**src/uospc_pkg.sv**
```systemverilog
// Package with register map, field positions, timing and carrier types of the OTG status/power block.
package uospc_pkg;

  // Register byte offsets.
  localparam logic [7:0] STAT_OFF = 8'h00;
  localparam logic [7:0] CON_OFF  = 8'h04;
  localparam logic [7:0] PWRC_OFF = 8'h08;
  localparam logic [7:0] FLAG_OFF = 8'h0C;

  // Status and flag bit positions.
  localparam int ID_BIT   = 7;
  localparam int LS_BIT   = 5;
  localparam int SV_BIT   = 3;
  localparam int SE_BIT   = 2;
  localparam int VV_BIT   = 0;

  // Control bit positions.
  localparam int DPUP_BIT = 7;
  localparam int DMUP_BIT = 6;
  localparam int DPDN_BIT = 5;
  localparam int DMDN_BIT = 4;
  localparam int VON_BIT  = 3;
  localparam int SWP_BIT  = 2;
  localparam int VCHG_BIT = 1;
  localparam int VDIS_BIT = 0;

  // Power control bit positions.
  localparam int ACTP_BIT = 7;
  localparam int GRD_BIT  = 4;
  localparam int BUSY_BIT = 3;
  localparam int SUSP_BIT = 1;
  localparam int PWR_BIT  = 0;

  // Values after reset.
  localparam logic [7:0] CON_RST  = 8'h00;
  localparam logic [7:0] PWRC_RST = 8'h00;
  localparam logic [7:0] FLAG_RST = 8'h00;

  // Timing.
  localparam int CLK_PERIOD_NS   = 20;
  localparam int LINE_STABLE_US  = 1;
  localparam int LINE_STABLE_NS  = LINE_STABLE_US * 1000000;
  localparam int LINE_STABLE_CYC = (LINE_STABLE_NS + CLK_PERIOD_NS - 1) / CLK_PERIOD_NS;
  localparam int SETTLE_NS       = 100;
  localparam int SETTLE_CYC      = (SETTLE_NS + CLK_PERIOD_NS - 1) / CLK_PERIOD_NS;

  // Sampled pin levels.
  typedef struct packed {
    logic id;
    logic se0;
    logic jstate;
    logic sess_valid;
    logic sess_end;
    logic vbus_valid;
    logic activity;
  } uospc_pins_t;

  // Data line resistor controls.
  typedef struct packed {
    logic dplus_pullup_enable;
    logic dminus_pullup_enable;
    logic dplus_pulldown_enable;
    logic dminus_pulldown_enable;
  } uospc_pull_t;

  // Bus power controls.
  typedef struct packed {
    logic bus_power_on;
    logic bus_power_charge;
    logic bus_power_discharge;
  } uospc_vbus_t;

endpackage

```
**src/uospc_top.sv**
```systemverilog
// Status, line control and power control registers of the OTG link logic.
// Function
// Status bit 7 reads 1 with no cable or B cable, 0 with A cable.
// Status bit 5 is 1 only when line state unchanged for the last 1 ms.
// Status bit 3 shows whether bus power is above session valid.
// Status bit 2 shows 1 when B-side bus power is below session valid.
// Status bit 0 shows 1 when A-side bus power is above session valid.
// All unimplemented bits, including 31 to 8, read as zero.
// Control bits 7 to 4 enable D+ up, D- up, D+ down, D- down.
// Software pull control selects written bits, otherwise hardware drives the resistors.
// Bus power is driven while the power-on bit is set.
// Bus is charged through a resistor while the charge bit is set.
// Bus is discharged through a resistor while the discharge bit is set.
// Activity pending sets on bus activity, clears when its interrupt is generated.
// Sleep guard blocks sleep while activity is seen or a notification pends.
// Busy reads 1 while enabled or still settling after disable.
// Software must not trust status or write registers while disabled and busy.
// Suspend gates the 48 MHz clock and puts the transceiver in low power.
// With operation disabled, outputs are inactive, pins released, analog shut down; sleep_block still follows guard and activity while disabled.
// Line change flag sets when stable 1 ms state differs from last reported.
// Identity and bus power comparator changes set sticky write-one-to-clear flags.
// Writes to the status register are ignored.
module uospc_top #(
  parameter int LINE_STABLE_CYCLES = uospc_pkg::LINE_STABLE_CYC
) (
  // Clock and reset.
  input  wire logic                 core_clk,
  input  wire logic                 sys_rst,
  // Register port.
  input  wire logic [7:0]           reg_addr,
  input  wire logic [31:0]          reg_wdata,
  input  wire logic                 reg_wr,
  input  wire logic                 reg_rd,
  output logic      [31:0]          reg_rdata,
  // Pins and comparators, asynchronous.
  input  wire uospc_pkg::uospc_pins_t pins_in,
  // Neighbouring USB logic, same clock.
  input  wire uospc_pkg::uospc_pull_t hw_pull,
  input  wire logic                 act_irq_taken,
  // Controls toward the analog front end.
  output uospc_pkg::uospc_pull_t    pull_out,
  output uospc_pkg::uospc_vbus_t    vbus_out,
  output logic                      usb_clk_en,
  output logic                      xcvr_low_power,
  output logic                      pins_owned,
  output logic                      analog_en,
  output logic                      sleep_block
);

  localparam int PW = $bits(uospc_pkg::uospc_pins_t);

  ////////////////////////////////////////////////////////////////////////////
  // Pin synchronisers.
  logic [PW-1:0]          sync1_q;
  logic [PW-1:0]          sync2_q;
  uospc_pkg::uospc_pins_t pin_s;

  genvar gi;
  generate
    for (gi = 0; gi < PW; gi++) begin : g_sync
      always_ff @(posedge core_clk) begin
        if (sys_rst) begin
          sync1_q[gi] <= 1'b0;
          sync2_q[gi] <= 1'b0;
        end else begin
          sync1_q[gi] <= pins_in[gi];
          sync2_q[gi] <= sync1_q[gi];
        end
      end
    end
  endgenerate

  assign pin_s = uospc_pkg::uospc_pins_t'(sync2_q);

  ////////////////////////////////////////////////////////////////////////////
  // Register decode.
  logic       wr_stat;
  logic       wr_con;
  logic       wr_pwrc;
  logic       wr_flag;
  logic [7:0] con_q;
  logic [7:0] pwrc_q;
  logic [7:0] flags_q;

  // status writes dropped
  assign wr_stat = reg_wr && (reg_addr == uospc_pkg::STAT_OFF);
  assign wr_con  = reg_wr && (reg_addr == uospc_pkg::CON_OFF);
  assign wr_pwrc = reg_wr && (reg_addr == uospc_pkg::PWRC_OFF);
  assign wr_flag = reg_wr && (reg_addr == uospc_pkg::FLAG_OFF);

  // resistor control bits
  always_ff @(posedge core_clk) begin
    if (sys_rst) begin
      con_q <= uospc_pkg::CON_RST;
    end else if (wr_con) begin
      con_q <= reg_wdata[7:0];
    end
  end

  // Only guard, suspend and enable are writable; pending and busy are hardware state.
  always_ff @(posedge core_clk) begin
    if (sys_rst) begin
      pwrc_q <= uospc_pkg::PWRC_RST;
    end else if (wr_pwrc) begin
      pwrc_q[uospc_pkg::GRD_BIT]  <= reg_wdata[uospc_pkg::GRD_BIT];
      pwrc_q[uospc_pkg::SUSP_BIT] <= reg_wdata[uospc_pkg::SUSP_BIT];
      pwrc_q[uospc_pkg::PWR_BIT]  <= reg_wdata[uospc_pkg::PWR_BIT];
    end
  end

  logic pwr_en;
  logic suspend;
  logic guard;
  assign pwr_en  = pwrc_q[uospc_pkg::PWR_BIT];
  assign suspend = pwrc_q[uospc_pkg::SUSP_BIT];
  assign guard   = pwrc_q[uospc_pkg::GRD_BIT];

  ////////////////////////////////////////////////////////////////////////////
  // Line state stability.
  logic [1:0]  ls_now;
  logic [1:0]  ls_prev_q;
  logic [1:0]  ls_rep_q;
  logic [15:0] ls_cnt_q;
  logic        ls_changed;
  logic        line_stable;
  logic        ls_entry;
  logic [15:0] ls_max;

  assign ls_max     = 16'(LINE_STABLE_CYCLES);
  assign ls_now     = {pin_s.se0, pin_s.jstate};
  assign ls_changed = (ls_now != ls_prev_q);

  // count unchanged cycles
  always_ff @(posedge core_clk) begin
    if (sys_rst) begin
      ls_prev_q <= 2'h0;
      ls_cnt_q  <= 16'h0000;
    end else begin
      ls_prev_q <= ls_now;
      if (ls_changed) begin
        ls_cnt_q <= 16'h0000;
      end else if (ls_cnt_q != ls_max) begin
        ls_cnt_q <= ls_cnt_q + 16'h0001;
      end
    end
  end

  // stable after full window
  assign line_stable = (ls_cnt_q == ls_max) && !ls_changed;
  assign ls_entry    = (ls_cnt_q == ls_max - 16'h0001) && !ls_changed;

  always_ff @(posedge core_clk) begin
    if (sys_rst) begin
      ls_rep_q <= 2'h0;
    end else if (ls_entry) begin
      ls_rep_q <= ls_prev_q;
    end
  end

  ////////////////////////////////////////////////////////////////////////////
  // Sticky change flags, write one to clear; a set in the clearing cycle wins.
  // Identity and comparator edges are ignored until the synchronisers hold real pin levels, so reset alone raises no identity or bus power flag.
  logic [3:0] mon_now;
  logic [3:0] mon_q;
  logic [2:0] prime_q;
  logic [7:0] flag_set;
  logic [7:0] flag_clr;

  assign mon_now = {pin_s.id, pin_s.sess_valid, pin_s.sess_end, pin_s.vbus_valid};

  always_ff @(posedge core_clk) begin
    if (sys_rst) begin
      mon_q   <= 4'h0;
      prime_q <= 3'h0;
    end else begin
      mon_q   <= mon_now;
      prime_q <= {prime_q[1:0], 1'b1};
    end
  end

  always_comb begin
    flag_set = 8'h00;
    // comparator and identity changes
    flag_set[uospc_pkg::ID_BIT] = prime_q[2] && (mon_now[3] != mon_q[3]);
    flag_set[uospc_pkg::SV_BIT] = prime_q[2] && (mon_now[2] != mon_q[2]);
    flag_set[uospc_pkg::SE_BIT] = prime_q[2] && (mon_now[1] != mon_q[1]);
    flag_set[uospc_pkg::VV_BIT] = prime_q[2] && (mon_now[0] != mon_q[0]);
    // new stable line state
    flag_set[uospc_pkg::LS_BIT] = ls_entry && (ls_prev_q != ls_rep_q);
  end

  assign flag_clr = wr_flag ? reg_wdata[7:0] : 8'h00;

  always_ff @(posedge core_clk) begin
    if (sys_rst) begin
      flags_q <= uospc_pkg::FLAG_RST;
    end else begin
      flags_q <= (flags_q & ~flag_clr) | flag_set;
    end
  end

  ////////////////////////////////////////////////////////////////////////////
  // Activity, sleep guard and busy.
  logic       act_q;
  logic       act_pend_q;
  logic [2:0] settle_q;
  logic       busy;

  always_ff @(posedge core_clk) begin
    if (sys_rst) begin
      act_q <= 1'b0;
    end else begin
      act_q <= pin_s.activity;
    end
  end

  // pending until interrupt generated
  always_ff @(posedge core_clk) begin
    if (sys_rst) begin
      act_pend_q <= 1'b0;
    end else if (pin_s.activity && !act_q) begin
      act_pend_q <= 1'b1;
    end else if (act_irq_taken) begin
      act_pend_q <= 1'b0;
    end
  end

  // block sleep entry
  always_ff @(posedge core_clk) begin
    if (sys_rst) begin
      sleep_block <= 1'b0;
    end else begin
      sleep_block <= guard && (pin_s.activity || act_pend_q);
    end
  end

  // Analog parts need time to wind down, so busy outlasts the enable bit.
  // settle after disable
  always_ff @(posedge core_clk) begin
    if (sys_rst) begin
      settle_q <= 3'h0;
    end else if (pwr_en) begin
      settle_q <= 3'(uospc_pkg::SETTLE_CYC);
    end else if (settle_q != 3'h0) begin
      settle_q <= settle_q - 3'h1;
    end
  end

  assign busy = pwr_en || (settle_q != 3'h0);

  ////////////////////////////////////////////////////////////////////////////
  // Outputs toward the front end.
  uospc_pkg::uospc_pull_t sw_pull;
  assign sw_pull = {con_q[uospc_pkg::DPUP_BIT], con_q[uospc_pkg::DMUP_BIT],
                    con_q[uospc_pkg::DPDN_BIT], con_q[uospc_pkg::DMDN_BIT]};

  always_ff @(posedge core_clk) begin
    if (sys_rst) begin
      pull_out       <= '0;
      vbus_out       <= '0;
      usb_clk_en     <= 1'b0;
      xcvr_low_power <= 1'b1;
      pins_owned     <= 1'b0;
      analog_en      <= 1'b0;
    end else begin
      // disabled holds all inactive
      if (!pwr_en) begin
        pull_out <= '0;
        vbus_out <= '0;
      end else begin
        // software or hardware pulls
        pull_out <= con_q[uospc_pkg::SWP_BIT] ? sw_pull : hw_pull;
        // power, R10: charge, R11: discharge
        vbus_out <= {con_q[uospc_pkg::VON_BIT], con_q[uospc_pkg::VCHG_BIT], con_q[uospc_pkg::VDIS_BIT]};
      end
      // suspend gates clock
      usb_clk_en     <= pwr_en && !suspend;
      xcvr_low_power <= !pwr_en || suspend;
      pins_owned     <= pwr_en;
      analog_en      <= pwr_en;
    end
  end

  ////////////////////////////////////////////////////////////////////////////
  // Read path; data stand only in the cycle after the strobe.
  logic [31:0] rd_d;

  always_comb begin
    rd_d = 32'h0000_0000;
    case (reg_addr)
      uospc_pkg::STAT_OFF: begin
        // identity, R03: session valid, R04: session end, R05: A valid
        rd_d[uospc_pkg::ID_BIT] = pin_s.id;
        rd_d[uospc_pkg::LS_BIT] = line_stable;
        rd_d[uospc_pkg::SV_BIT] = pin_s.sess_valid;
        rd_d[uospc_pkg::SE_BIT] = pin_s.sess_end;
        rd_d[uospc_pkg::VV_BIT] = pin_s.vbus_valid;
      end
      uospc_pkg::CON_OFF:  rd_d[7:0] = con_q;
      uospc_pkg::PWRC_OFF: begin
        rd_d[uospc_pkg::ACTP_BIT] = act_pend_q;
        rd_d[uospc_pkg::GRD_BIT]  = guard;
        rd_d[uospc_pkg::BUSY_BIT] = busy;
        rd_d[uospc_pkg::SUSP_BIT] = suspend;
        rd_d[uospc_pkg::PWR_BIT]  = pwr_en;
      end
      uospc_pkg::FLAG_OFF: rd_d[7:0] = flags_q;
      default:             rd_d = 32'h0000_0000;
    endcase
  end

  // upper bits always zero
  always_ff @(posedge core_clk) begin
    if (sys_rst) begin
      reg_rdata <= 32'h0000_0000;
    end else begin
      reg_rdata <= reg_rd ? rd_d : 32'h0000_0000;
    end
  end
endmodule

```
**config.mk**
```make
export PLATFORM = sky130hd
export DESIGN_NAME = uospc_top
export DESIGN_NICKNAME = d
export VERILOG_FILES = /design/src/uospc_pkg.sv /design/src/uospc_top.sv
export SDC_FILE = /design/constraint.sdc
export NUM_CORES = 1
export LEC_CHECK = 0
export BUFFER_PORTS_ARGS = -buffer_cell sky130_fd_sc_hd__buf_2
export CAP_MARGIN = 0
export CELL_PAD_IN_SITES_DETAIL_PLACEMENT = 2
export CELL_PAD_IN_SITES_GLOBAL_PLACEMENT = 2
export CORE_ASPECT_RATIO = 1.75
export CORE_MARGIN = 1
export CORE_UTILIZATION = 34
export CTS_BUF_LIST = sky130_fd_sc_hd__clkbuf_4
export DETAILED_ROUTE_END_ITERATION = 10
export GPL_ROUTABILITY_DRIVEN = 0
export PLACE_DENSITY_LB_ADDON = 0.3
export SYNTH_ARGS = -nofsm -noshare
export SYNTH_HDL_FRONTEND = slang
export SYNTH_SLANG_ARGS = --single-unit
```
**constraint.sdc**
```tcl
create_clock -name core_clk -period 5 [get_ports core_clk]
set_clock_uncertainty 0.1 [all_clocks]
set_input_delay 1 -clock core_clk [delete_from_list [all_inputs] [get_ports core_clk]]
set_output_delay 1 -clock core_clk [all_outputs]
set_load 0.01 [all_outputs]
```
==> results.cfg <==
[critical_path]
startpoint_type = input port
path_class = in2reg
critPathRequiredTime_ns = 5.28
critPathLaunch = sys_rst
rr_startpoint = ls_cnt_q[0]
cp_max_fo = 46
critPathCaptureType = flop
worst-endpoint-arrival_ns = 2.76

[clock_network]
cts_buffers = 9
cts_buffer_depth = 2
clk_latency_ns = 0.45
cts_resized = 0
clkSlewWorstSetupHoldPaths_ns = 0.15
cts_hold_buf = 0
h-tree-depth = 3
cts_tree = done
cts.sinks = 84
cts_root_buffer = clkbuf_4
cts_setup_buffers = 0

[pwr]
ir_drop_mv = 0.1594
power_uw = 1211
p_per_area_mw_per_mm2 = 321.7
power.leakage_uw = 0.001659

[synthesis]
synth_ff_type = dfxtp_1
synth_cells = 344
ys_async_sr_fraction_pct = 0
ys_ff_latch = 84
synthTopCellsByArea = dfxtp_1, mux2i_1, buf_4
synth_commonest_cells = dfxtp_1, nor2_1, nor2b_1
yosysTopAreaCell = dfxtp_1
syn_avg_cell_area_um2 = 9.846
seq_area_frac_synth_pct = 49.65
syn_area_mm2 = 0.003387
synth_top_area_share_pct = 49.65
synth-edff-count = 0
synth.most_common_cell = dfxtp_1
ys_warn_count = 0
synth_cell_types = 40

[drt]
wl_per_cell_um = 15.50
vias = 2459
initialDrtViolationCount = 73
wirelength_mm = 7.966
vias_per_cell = 4.784
drc = 0
drt_pass1_iterations = 4
antenna_left = 0

[final_layout]
final-instance-count-excl-fill = 514
syn2layout_area_growth_pct = 11.12
fin_nets = 449
drive_gt1_share_pct = 19.39
fin_util_pct = 39.26
n_antenna_cell = 0

[sta]
fin_crit_ns = 2.479
hold_viol = 0
worst_pin_slew_ns = 0.8230
slew_headroom_pct = 45.14
post-route-period-util_pct = 49.57
maxSlewViolCount = 0
grt_setup_unrepaired = false
fmax_mhz = 403.4
finalSetupViolCount = 0
whs_ns = 0.3483
setup_tns_ns = 0

[placed_design]
dp_cells = 499
dp_hpwl_mm = 5.944
io_buffer_count = 51

[global_route]
track_usage_pct = 16.36
grt_pass1_wl_mm = 12.85
grt_pass1_vias = 2583
grt-ovfl-total = 0
grt_max_degree = 47
antenna_found_initial = 0

[outcome]
run_status = finished, final reports clean

[floorplanning]
pin_count = 100
rows = 47
die_h_um = 134.0
die_w_um = 77.45
start_util_pct = 35.33
dieArea_mm2 = 0.01038
core_mm2 = 0.009585

[hold_path]
min-delay-start = flags_q[6]
hold_path.class = reg2reg

[flow_run]
max_cap_viol_count = 0
## metrics by stage
step	area [um2]	worst slack [ns]
6_report	3764	2.521
5_1_grt	3764	2.332
2_1_floorplan	3473	2.613
3_3_place_gp	3631	1.932
4_1_cts	3764	2.444
3_5_place_dp	3631	1.902
## per-layer routing
| layer | wire (um) | up-vias | track usage [%] |
|---|---|---|---|
| li1 | - | 1185 | - |
| met1 | 3255 | 1208 | 17.45 |
| met2 | 4259 | 54 | 29.89 |
| met3 | 308 | 12 | 4.422 |
| met4 | 142 | 0 | 6.604 |
| met5 | 0 | - | 0 |
## state kept, by name, summed over array words and instances, names as in the netlist
name / flops
mon_now: 4
ls_rep_q: 2
analog_en: 1
sync1_q: 7
usb_clk_en: 1
mon_q: 4
prime_q: 3
act_q: 1
act_pend_q: 1
ls_cnt_q: 16
pin_s: 1
pwrc_q: 3
con_q: 8
ls_prev_q: 2
flags_q: 8
pull_out: 4
reg_rdata: 8
sleep_block: 1
ls_now: 2
xcvr_low_power: 1
settle_q: 3
vbus_out: 3
## layout make-up
class,instances,area (um2)
tap,122,152.6
clock buffer,9,67.56
inverter,9,33.78
sequential,84,1682
fill,1082,5822
timing repair buffer,51,255.2
clock inverter,6,65.06
multi-input combinational,233,1508
## worst paths after layout
kind	slack (ns)	depth (start not counted)	endpoint
setup / recovery	2.52	5	vbus_out[0]
hold / removal	0.35	2	flags_q[6]
setup reg to reg	3.01	5	ls_rep_q[1]
hold reg to reg	0.35	2	flags_q[6]
## kinds of logic after synthesis
logic type                 share of synthesized area (%)
muxes                                              8.903
xor gates and xnor gates                           5.172
DFF                                                49.65
adders and majority gates                          1.847
and+or+nand+nor                                    21.06
buffers and inverters                              8.386
AOI/OAI and AO/OA                                  4.876
other                                             0.1107
## cell usage in the layout, fill, tap and decap left out, drive strengths merged, types with 3 or more instances in the layout
cell type and count:
nand2 20, and2 6, xor2 16, inv 10
mux4 3, buf 51, and4 4, nor2b 29
a21oi 15, clkinv 3, clkbuf 9, a311oi 4
nor2 36, dfxtp 84, nand4 9, xnor2 4
mux2 3, mux2i 20, conb 24, nand2b 5
nor3 3, nand3 6, ha 5
## worst max-delay path, cell delays in order
cell and delay (ns):
buf_2 0.62, inv_1 0.45, nand2_1 0.35, inv_1 0.15
and2_1 0.18
## power breakdown
| part | switching (uW) | total (uW) | internal (uW) |
|---|---|---|---|
| clock | 243 | 394 | 150 |
| sequential | 10.6 | 698 | 687 |
| combinational | 70.7 | 119 | 48.8 |
(Power assumes the default switching activity.)
